==> src/vga_tgs_pkg.sv <==
// Purpose: Shared constants and types of the gain time sequencer.
// Assumes: 24-bit serial frames, 8-bit address then 16-bit data.
// Notes: Gain is held in 0.125 dB units, 0 meaning -5 dB.
package vga_tgs_pkg;
   localparam int SAMP_DIV = 2;
   localparam int FRAME_BITS = 24;
   localparam logic [4:0] LAST_BIT = 5'h17;
   localparam logic [4:0] ADDR_LAST_BIT = 5'h07;
   localparam logic [7:0] A_CTRL = 8'h00;
   localparam logic [7:0] A_TAB_LO = 8'h01;
   localparam logic [7:0] A_TAB_HI = 8'h94;
   localparam logic [7:0] A_START_IDX = 8'h95;
   localparam logic [7:0] A_STOP_IDX = 8'h96;
   localparam logic [7:0] A_START_GAIN = 8'h97;
   localparam logic [7:0] A_HOLD = 8'h98;
   localparam logic [7:0] A_MODE = 8'h99;
   localparam logic [7:0] A_COARSE = 8'h9A;
   localparam logic [7:0] A_SLOPE = 8'h9B;
   localparam logic [7:0] A_STATUS = 8'h9C;
   localparam int TAB_DEPTH = 148;
   localparam int CTRL_BANK_BIT = 2;
   localparam int CTRL_READ_BIT = 1;
   localparam int SMOOTH_BIT = 7;
   localparam int SOFT_SYNC_BIT = 5;
   localparam int UNIFORM_BIT = 4;
   localparam int FIXED_BIT = 3;
   localparam int DIR_BIT = 8;
   localparam logic [5:0] COARSE_MAX = 6'h24;
   localparam logic [8:0] GAIN_MAX = 9'h127;
   localparam logic [2:0] SUB_LAST = 3'h7;
   localparam logic [3:0] FINE_STEP = 4'h1;
   localparam logic [3:0] COARSE_STEP = 4'h8;
   localparam int HOLD_PER_CODE = 33;
   typedef struct packed {
      logic [7:0] start_idx;
      logic [7:0] stop_idx;
      logic substep_smoothing_on;
      logic [5:0] start_gain;
      logic [7:0] hold;
      logic soft_sync;
      logic uniform;
      logic fixed_level_select;
      logic [2:0] fractional_gain_offset;
      logic [5:0] coarse;
      logic [7:0] slope;
   } cfg_t;
   localparam cfg_t CFG_RESET = '0;
   typedef enum logic [1:0] {
      ST_IDLE = 2'b00,
      ST_RAMP = 2'b01,
      ST_HOLD = 2'b10,
      ST_RETURN = 2'b11
   } eng_state_t;
endpackage : vga_tgs_pkg

==> src/vga_gain_time_sequencer.sv <==
// Purpose: Per-sample gain engine for the eight receive amplifiers.
// Assumes: ref_clk is the device input clock; serial pins are async.
// Notes: Registers are reached only through the serial port.
// How it works
// - Curve, uniform and fixed modes decide how gain is produced.
// - Applied gain changes only on the sampling enable.
// - 148 nine-bit table entries written at 1..148 with bank bit set.
// - Entry top bit picks direction; low byte times 8 sets dwell per dB.
// - Smoothing off: whole dB steps; on: eight 0.125 dB sub-steps.
// - Only entries from first to last pointer are stepped.
// - Sync pulse outside fixed mode loads start gain and starts stepping at once.
// - Stop at last pointer or range limit, then hold the gain.
// - After hold, return 1 dB per sample to start gain, then idle.
// - Sync is sampled on sampling clock edges; host aligns it.
// - Soft sync bit reruns the whole sequence until cleared.
// - Soft sync starts at the first sampling edge after the completing serial write.
// - Curve ends at start+diff-2*decrements, plus or minus 0.875 dB smoothed, as the last entry's direction bit picks.
// - Uniform mode ramps by slope register, ignoring the table.
// - Uniform slope counts samples per 0.125 dB or 8s per dB.
// - Uniform end gain is start plus pointer difference, +0.875 dB smoothed.
// - Uniform ramps only rise; fall only when returning.
// - Fixed mode applies coarse plus fine gain constantly.
// - Coarse code is -5 dB plus code, saturating at 0x24.
// - Fine code adds code times 0.125 dB.
// - Start gain decodes as -5 dB plus code, also saturating at 0x24.
// - Hold lasts 33 samples per hold code unit.
// - Bank bit selects curve bank; register zero always reachable.
// - Sampling clock is the input clock divided by two.
`timescale 1ns/1ps
module vga_gain_time_sequencer
   import vga_tgs_pkg::*;
#(
   parameter int HOLD_MULT = HOLD_PER_CODE
) (
   input wire logic ref_clk,
   input wire logic resetn,
   input wire logic sync_in,
   input wire logic ser_clk,
   input wire logic ser_en_n,
   input wire logic ser_data,
   output logic ser_dout,
   output logic [8:0] gain_code,
   output logic curve_active
);

   // Code to 0.125 dB units, saturating at 0x24
   function automatic logic [8:0] to_units(input logic [5:0] c);
      logic [5:0] s;
      s = (c > COARSE_MAX) ? COARSE_MAX : c;
      return {s, 3'b000};
   endfunction : to_units

   logic rst_meta_r;
   logic rst_sync_r;
   logic rst_n;
   always_ff @(posedge ref_clk or negedge resetn) begin
      if (!resetn) begin
         rst_meta_r <= 1'b0;
         rst_sync_r <= 1'b0;
      end else begin
         rst_meta_r <= 1'b1;
         rst_sync_r <= rst_meta_r;
      end
   end
   assign rst_n = rst_sync_r;

   // Pin synchronisers; stage two feeds logic, serial clock edges also use stage three
   logic [1:0] sync_s_r;
   logic [2:0] sclk_s_r;
   logic [1:0] sen_s_r;
   logic [1:0] sdat_s_r;
   always_ff @(posedge ref_clk or negedge rst_n) begin
      if (!rst_n) begin
         sync_s_r <= 2'b00;
         sclk_s_r <= 3'b000;
         sen_s_r <= 2'b11;
         sdat_s_r <= 2'b00;
      end else begin
         sync_s_r <= {sync_s_r[0], sync_in};
         sclk_s_r <= {sclk_s_r[1:0], ser_clk};
         sen_s_r <= {sen_s_r[0], ser_en_n};
         sdat_s_r <= {sdat_s_r[0], ser_data};
      end
   end

   logic samp_en_r;
   always_ff @(posedge ref_clk or negedge rst_n) begin
      if (!rst_n) samp_en_r <= 1'b0;
      else samp_en_r <= ~samp_en_r;
   end

   // Serial register port
   logic [23:0] shift_r;
   logic [4:0] bit_cnt_r;
   logic [15:0] rd_sh_r;
   logic bank_r;
   logic readout_r;
   cfg_t cfg_r;
   // Engine state is declared here because the readback mux reads it
   eng_state_t eng_q_r;
   logic [8:0] gain_r;
   logic [8:0] tab [1:TAB_DEPTH];
   logic sclk_rise;
   logic sclk_fall;
   logic [23:0] word_w;
   logic frame_done;
   logic addr_done;
   logic [7:0] wr_addr;
   logic [15:0] wr_data;
   logic wr_ok;
   logic tab_hit;
   logic cfg_wr;
   logic soft_rise;
   assign sclk_rise = sclk_s_r[1] & ~sclk_s_r[2] & ~sen_s_r[1];
   assign sclk_fall = ~sclk_s_r[1] & sclk_s_r[2];
   assign word_w = {shift_r[22:0], sdat_s_r[1]};
   assign frame_done = sclk_rise && (bit_cnt_r == LAST_BIT);
   assign addr_done = sclk_rise && (bit_cnt_r == ADDR_LAST_BIT);
   assign wr_addr = word_w[23:16];
   assign wr_data = word_w[15:0];
   assign wr_ok = frame_done && !readout_r;
   assign tab_hit = bank_r && wr_addr >= A_TAB_LO
                    && wr_addr <= A_TAB_HI;
   assign cfg_wr = wr_ok && bank_r;
   assign soft_rise = cfg_wr && wr_addr == A_MODE
                      && wr_data[SOFT_SYNC_BIT]
                      && !cfg_r.soft_sync;

   // Readback; smoothing bit reads inverted as on the real part
   function automatic logic [15:0] rd_mux(input logic [7:0] a);
      logic [15:0] v;
      v = '0;
      if (a == A_CTRL) v = {13'h0000, bank_r, readout_r, 1'b0};
      else if (bank_r && a >= A_TAB_LO && a <= A_TAB_HI)
         v = {7'h00, tab[a]};
      else if (bank_r) begin
         unique case (a)
            A_START_IDX: v = {8'h00, cfg_r.start_idx};
            A_STOP_IDX: v = {8'h00, cfg_r.stop_idx};
            A_START_GAIN: v = {8'h00, ~cfg_r.substep_smoothing_on,
                               1'b0, cfg_r.start_gain};
            A_HOLD: v = {8'h00, cfg_r.hold};
            A_MODE: v = {10'h000, cfg_r.soft_sync, cfg_r.uniform,
                         cfg_r.fixed_level_select,
                         cfg_r.fractional_gain_offset};
            A_COARSE: v = {10'h000, cfg_r.coarse};
            A_SLOPE: v = {8'h00, cfg_r.slope};
            A_STATUS: v = {5'h00, eng_q_r, gain_r};
            default: v = '0;
         endcase
      end
      return v;
   endfunction : rd_mux

   always_ff @(posedge ref_clk or negedge rst_n) begin
      if (!rst_n) begin
         shift_r <= '0;
         bit_cnt_r <= '0;
         rd_sh_r <= '0;
         ser_dout <= 1'b0;
      end else begin
         if (sen_s_r[1]) bit_cnt_r <= '0;
         else if (sclk_rise) begin
            shift_r <= word_w;
            bit_cnt_r <= frame_done ? 5'h00 : bit_cnt_r + 5'h01;
         end
         if (addr_done) rd_sh_r <= rd_mux(word_w[7:0]);
         else if (sclk_rise) rd_sh_r <= {rd_sh_r[14:0], 1'b0};
         if (sclk_fall) ser_dout <= readout_r & rd_sh_r[15];
      end
   end

   always_ff @(posedge ref_clk or negedge rst_n) begin
      if (!rst_n) begin
         bank_r <= 1'b0;
         readout_r <= 1'b0;
      end else if (frame_done && wr_addr == A_CTRL) begin
         bank_r <= wr_data[CTRL_BANK_BIT];
         readout_r <= wr_data[CTRL_READ_BIT];
      end
   end

   // Table is plain storage with no reset
   always_ff @(posedge ref_clk) begin
      if (wr_ok && tab_hit) tab[wr_addr] <= wr_data[8:0];
   end

   always_ff @(posedge ref_clk or negedge rst_n) begin
      if (!rst_n) cfg_r <= CFG_RESET;
      else if (cfg_wr) begin
         unique case (wr_addr)
            A_START_IDX: cfg_r.start_idx <= wr_data[7:0];
            A_STOP_IDX: cfg_r.stop_idx <= wr_data[7:0];
            A_START_GAIN: begin
               cfg_r.substep_smoothing_on <= wr_data[SMOOTH_BIT];
               cfg_r.start_gain <= wr_data[5:0];
            end
            A_HOLD: cfg_r.hold <= wr_data[7:0];
            A_MODE: begin
               cfg_r.soft_sync <= wr_data[SOFT_SYNC_BIT];
               cfg_r.uniform <= wr_data[UNIFORM_BIT];
               cfg_r.fixed_level_select <= wr_data[FIXED_BIT];
               cfg_r.fractional_gain_offset <= wr_data[2:0];
            end
            A_COARSE: cfg_r.coarse <= wr_data[5:0];
            A_SLOPE: cfg_r.slope <= wr_data[7:0];
            default: cfg_r <= cfg_r;
         endcase
      end
   end

   // Start requests wait for the next sampling edge
   logic soft_go_r;
   logic sync_prev_r;
   logic pin_go;
   assign pin_go = samp_en_r && sync_s_r[1] && !sync_prev_r;
   always_ff @(posedge ref_clk or negedge rst_n) begin
      if (!rst_n) begin
         soft_go_r <= 1'b0;
         sync_prev_r <= 1'b0;
      end else begin
         if (samp_en_r) sync_prev_r <= sync_s_r[1];
         if (soft_rise) soft_go_r <= 1'b1; // Set beats clear
         else if (samp_en_r) soft_go_r <= 1'b0;
      end
   end

   // Gain engine
   logic [7:0] idx_r;
   logic [2:0] sub_r;
   logic [7:0] dwell_r;
   logic [13:0] hold_r;
   logic [8:0] entry;
   logic [7:0] code_w;
   logic dec_w;
   logic [7:0] per_w;
   logic last_w;
   logic sub_end;
   logic [3:0] step_w;
   logic [9:0] up_w;
   logic bad_w;
   logic [8:0] start_u;
   logic [8:0] fixed_u;
   logic [13:0] hold_load;
   logic go;
   logic [8:0] ret_up;
   logic [8:0] ret_dn;

   assign entry = (idx_r >= A_TAB_LO && idx_r <= A_TAB_HI)
                  ? tab[idx_r] : 9'h000;
   assign code_w = cfg_r.uniform ? cfg_r.slope
                   : entry[7:0];
   assign dec_w = !cfg_r.uniform && entry[DIR_BIT];
   assign per_w = (code_w == 8'h00) ? 8'h01 : code_w;
   assign last_w = idx_r >= cfg_r.stop_idx;
   assign sub_end = dwell_r == per_w - 8'h01;
   // Final entry: 7 fine steps smoothed, none unsmoothed
   assign step_w = cfg_r.substep_smoothing_on
      ? ((last_w && sub_r == SUB_LAST) ? 4'h0 : FINE_STEP)
      : ((sub_r == SUB_LAST && !last_w)
         ? COARSE_STEP : 4'h0);
   assign up_w = {1'b0, gain_r} + {6'h00, step_w};
   assign bad_w = dec_w ? (gain_r < {5'h00, step_w})
                  : (up_w > {1'b0, GAIN_MAX});
   assign start_u = to_units(cfg_r.start_gain);
   assign fixed_u = to_units(cfg_r.coarse)
                    + {6'h00, cfg_r.fractional_gain_offset};
   assign hold_load = 14'(cfg_r.hold * HOLD_MULT);
   assign go = (pin_go || soft_go_r) && !cfg_r.fixed_level_select;
   assign ret_dn = (gain_r - start_u > 9'h008)
                   ? gain_r - 9'h008 : start_u;
   assign ret_up = (start_u - gain_r > 9'h008)
                   ? gain_r + 9'h008 : start_u;

   always_ff @(posedge ref_clk or negedge rst_n) begin
      if (!rst_n) begin
         eng_q_r <= ST_IDLE;
         gain_r <= '0;
         idx_r <= '0;
         sub_r <= '0;
         dwell_r <= '0;
         hold_r <= '0;
      end else if (samp_en_r) begin
         if (go) begin
            eng_q_r <= ST_RAMP;
            gain_r <= start_u;
            idx_r <= cfg_r.start_idx;
            sub_r <= '0;
            dwell_r <= '0;
         end else if (cfg_r.fixed_level_select) begin
            eng_q_r <= ST_IDLE;
         end else begin
            unique case (eng_q_r)
               ST_IDLE: eng_q_r <= ST_IDLE;
               ST_RAMP: begin
                  if (!sub_end) dwell_r <= dwell_r + 8'h01;
                  else if (bad_w) begin
                     eng_q_r <= ST_HOLD;
                     hold_r <= hold_load;
                  end else begin
                     dwell_r <= '0;
                     sub_r <= sub_r + 3'h1;
                     gain_r <= dec_w ? gain_r - {5'h00, step_w}
                               : up_w[8:0];
                     if (sub_r == SUB_LAST) begin
                        if (last_w) begin
                           eng_q_r <= ST_HOLD;
                           hold_r <= hold_load;
                        end else idx_r <= idx_r + 8'h01;
                     end
                  end
               end
               ST_HOLD: begin
                  if (hold_r == 14'h0000) eng_q_r <= ST_RETURN;
                  else hold_r <= hold_r - 14'h0001;
               end
               ST_RETURN: begin
                  if (gain_r > start_u) gain_r <= ret_dn;
                  else if (gain_r < start_u) gain_r <= ret_up;
                  else if (cfg_r.soft_sync) begin
                     eng_q_r <= ST_RAMP;
                     idx_r <= cfg_r.start_idx;
                     sub_r <= '0;
                     dwell_r <= '0;
                  end else eng_q_r <= ST_IDLE;
               end
            endcase
         end
      end
   end

   // Switched gain only moves at the sampling instant
   always_ff @(posedge ref_clk or negedge rst_n) begin
      if (!rst_n) begin
         gain_code <= '0;
         curve_active <= 1'b0;
      end else if (samp_en_r) begin
         gain_code <= cfg_r.fixed_level_select
                      ? fixed_u : gain_r;
         curve_active <= eng_q_r != ST_IDLE;
      end
   end

endmodule : vga_gain_time_sequencer

==> config.mk <==
export PLATFORM = sky130hd
export DESIGN_NAME = vga_gain_time_sequencer
export DESIGN_NICKNAME = d
export VERILOG_FILES = /design/src/vga_tgs_pkg.sv /design/src/vga_gain_time_sequencer.sv
export SDC_FILE = /design/constraint.sdc
export NUM_CORES = 2
export LEC_CHECK = 0
export BUFFER_PORTS_ARGS = -buffer_cell sky130_fd_sc_hd__buf_2
export CORE_MARGIN = 1.5
export CORE_UTILIZATION = 45
export CTS_CLUSTER_DIAMETER = 80
export DETAILED_ROUTE_END_ITERATION = 16
export SETUP_SLACK_MARGIN = 0.4
export SLEW_MARGIN = 10
export SYNTH_ARGS = -nofsm -noshare
export SYNTH_HDL_FRONTEND = slang
export SYNTH_SLANG_ARGS = --single-unit
==> constraint.sdc <==
create_clock -name ref_clk -period 6.5 [get_ports ref_clk]
set_input_delay 1.3 -clock ref_clk [delete_from_list [all_inputs] [get_ports ref_clk]]
set_output_delay 1.3 -clock ref_clk [all_outputs]
set_load 0.01 [all_outputs]
==> metrics.md <==
| Metric | Value |
|---|---|
| Peak VDD IR | `0.270 mV` |
| Layout Utilization | `50.8%` |
| Mapped Cells | `4,341` |
| Final Instance Area | `0.0817 mm2` |
| 1st-iter DRT viols | `6,580` |
| Synth Register Bits | `1,498` |
| Worst-path clk slew | `0.06 ns` |
| Top cell type by total area after synthesis | `edfxtp_1` |
| Tightest Pin Transition | `1.34 ns` |
| Residual DRC count | `0` |
| PortBufs | `16` |
| Number of placed I/O pins | `17` |
| Starting Density | `45.3%` |
| GRT Residual Overflow | `0` |
| Synthesis Warnings | `0` |
| Maximum clock frequency | `163 MHz` |
| Comb power frac | `33.1%` |
| Internal power | `19.9 mW` |
| Vias per inst | `6.67` |
| Slowest stage cell, crit path | `a211oi_1` |
| Post-synthesis mux area share | `25.3%` |
| Via count | `45,200` |
| Cell Rows | `147` |
| Sw Pwr | `10.7 mW` |
| First-pass GRT wire length | `329 mm` |
| GR Util All Layers | `28.4%` |
| ANT nets after route | `0` |
| Fin crit period | `6.13 ns` |
| Layout cells sized above 1 | `27.9%` |
| Worst Path Max Fanout | `10` |
| Die Ht | `405 um` |
| Register area share after synthesis | `60.6%` |
| Compound-cell area share of the yosys netlist | `5.49%` |
| Synth Cell Area | `0.0729 mm2` |
| Syn avg cell area | `16.8 um2` |
| Static leakage | `26.6 nW` |
| CORE AREA | `0.161 mm2` |
| RSZ-0062 raised after global routing | `no` |
| Fill count | `13,100` |
| Sw Share | `34.9%` |
| Overall routed net length | `233 mm` |
| TritonCTS clock tree | `done` |
| Largest net degree at the start of global routing | `125` |
| H-tree depth | `4` |
| Worst path bufs/invs | `3` |
| Clock sinks | `1,498` |
| Vias in the first global route | `44,100` |
| Dpl cells | `6,472` |
| Netlist cell types | `96` |
| WP data required | `7.20 ns` |
| Skew-Pair Late Insertion Delay | `0.82 ns` |
| DP HPWL | `154 mm` |
| Pins Over Slew Limit | `0` |
| Clock Root Buffer | `clkbuf_16` |
| Crit path largest cell delay | `0.93 ns` |
| Worst path top cell family by delay | `compound AO/OA/AOI/OAI gates` |
| Router iterations before antenna repair | `6` |
| Final instance count without filler cells | `6,774` |
| Die area | `0.164 mm2` |
| Startpoint Class | `flop` |
| Number of synthesized flops with an enable pin | `1,332` |
| CP Cell Sequence | `inv_1 > nand2_1 > o22ai_1 > a211oi_1 > o211ai_1 > o22ai_1 > nand2b_1 > o41a_1 > ha_1 > o31ai_1 > nor2_1 > or4b_1 > o211ai_2 > buf_4 > o2111ai_1 > o21ai_2 > buf_4 > o21ai_0 > a22o_1` |
| Run status | `finished clean` |
| Most used DFF post-synth | `edfxtp_1` |
| Placer congestion estimate | `0.923` |
| Final WS setup | `0.371 ns` |
| Num CTS Buffers | `160` |
| Area grow syn2layout | `12.1%` |
| Synth Area in Simple Gates | `4.86%` |
| CP arrival | `6.83 ns` |
| Async S/R FF share, synth | `11.1%` |
| Fin Setup TNS | `0 ns` |
| Mapped Nets | `4,399` |
| Overall die width | `405 um` |
| Clock buffer depth | `3` |
| Synth area leaders | `edfxtp_1, mux4_2, dfrtp_1, mux2i_1, nand2_1` |
| Fin crit share | `94.3%` |
| Post-Synth XOR/XNOR Area | `0.228%` |
| Sequential share of power | `37.9%` |
| Initial antenna violation count | `13` |
| Worst Skew | `0.0336 ns` |
| Dpl ws | `0.0207 ns` |
| Hold WC Path Type | `in2async` |
| Post-synthesis adder-cell area fraction | `0.913%` |
| Rel. slew slack | `10.3%` |
| Power Dens Cells | `374 mW/mm2` |
| Worst Setup Path Type | `reg2reg` |
| Hold WS | `0.275 ns` |
| Max_cap viols | `0` |
| Final hold vios | `0` |
| Clock Power Share | `28.9%` |
| Wire per inst | `34.4 um` |
| Placed instance area | `0.0766 mm2` |
| # setup viols final | `0` |
| Nets@finish | `4,539` |
| Total power | `30.6 mW` |
| Crit end category | `flop` |
| Largest family of logic cells by synthesized area | `multiplexers` |
| Synth top area share | `54.9%` |
-- final cells by class --
cell class | count | area [um2] | area share, %
clock inverter | 91 | 757 | 0.926
timing repair buffer | 292 | 2650 | 3.24
multi-input combinational | 2462 | 26900 | 33.0
inverter | 67 | 254 | 0.311
sequential | 1498 | 44200 | 54.1
clock buffer | 200 | 4220 | 5.16
tap | 2160 | 2700 | 3.31
antenna | 4 | 10.0 | 0.0122
-- flip-flops by register name, summed over array words and instances (netlist names), 2 cells and up --
register,count
hold_r,14
sub_r,3
idx_r,8
eng_q_r,2
sdat_s_r,2
gain_code,9
sync_s_r,2
bit_cnt_r,5
sclk_s_r,3
gain_r,9
tab,1332
shift_r,23
cfg_r,51
rd_sh_r,16
dwell_r,8
sen_s_r,2
-- what timing repair did --
action | in CTS | in global routing
hold buffers | 0 | 0
endpoints found under the setup margin | 44 | 42
setup buffers | 0 | 7
resized for setup | 3 | 11
pin swaps | 0 | 4
-- kinds of logic after synthesis --
group / Yosys count
adders and majority gates: 52
other: 1
AOI/OAI and AO/OA: 590
and+or+nand+nor: 792
muxes: 1008
xor gates and xnor gates: 19
DFF: 1498
buffers and inverters: 381
-- worst paths after layout --
kind / start / to / slack, ns / cells past startpoint
min in group ref_clk: sdat_s_r[0] / sdat_s_r[1] / 0.35 / 0
worst min-delay path: resetn / rst_n / 0.28 / 1
worst max-delay path: idx_r[4] / gain_r[7] / 0.37 / 19
worst max register to register: idx_r[4] / gain_r[7] / 0.37 / 19
worst min register to register: rst_n / gain_r[2] / 0.29 / 0
max in group asynchronous: rst_n / idx_r[0] / 4.81 / 1
-- worst register-to-register path: cells and delay by family (launching register included) --
| family | cells | cell delay (ns) |
|---|---|---|
| AOI/OAI and AO/OA | 11 | 2.92 |
| DFF | 1 | 0.83 |
| and+or+nand+nor | 4 | 1.40 |
| buffers and inverters | 3 | 0.65 |
| adders and majority gates | 1 | 0.19 |
-- cell usage in the layout (no fill, tap or decap), drive strengths merged, types with 18 or more instances in the layout --
cell,count
a31oi,19
o21ai,112
dfrtp,164
ha,50
a22oi,114
nand2,278
clkbuf,200
nor2,266
a211oi,23
a21oi,138
o22ai,21
or3,18
edfxtp,1332
o211ai,24
nand3,77
nor2b,28
nand2b,22
clkinv,71
mux4,663
nand4,23
buf,292
mux2,56
inv,73
mux2i,289
nor3,26
-- metal layers --
metal  part of all wire [%]  vias up  global-route usage [%]
li1                       -    18100                       -
met1                     39    23800                    39.2
met4                    4.5       14                    11.9
met5                  0.040        -                       0
met2                     46     2782                    43.7
met3                     10      482                    6.15
-- power groups by stage --
stage | Combinational (mW) | Clock (mW) | Sequential, mW
global route | 10.5 | 9.29 | 11.6
floorplan | 6.06 | 0 | 11.6
detailed placement | 9.78 | 0 | 11.8
finish | 10.1 | 8.85 | 11.6
global placement | 9.75 | 0 | 11.8
CTS | 9.82 | 8.94 | 11.6
-- synthesized netlist by cell type (20+ instances only) --
cell / n
inv_1: 62
clkbuf_1: 157
buf_4: 32
o211ai_1: 23
edfxtp_1: 1332
o21ai_0: 102
buf_6: 25
a22oi_1: 113
nor3_1: 25
o22ai_1: 20
ha_1: 50
nand3_1: 74
a21oi_1: 138
nor2_1: 266
mux4_2: 663
mux2_2: 54
nand4_1: 23
buf_2: 30
nand2b_1: 22
a211oi_1: 23
mux2i_1: 288
nor2b_1: 28
buf_1: 60
nand2_1: 278
dfrtp_1: 164
No activity file was read; power rests on OpenSTA's default activity.
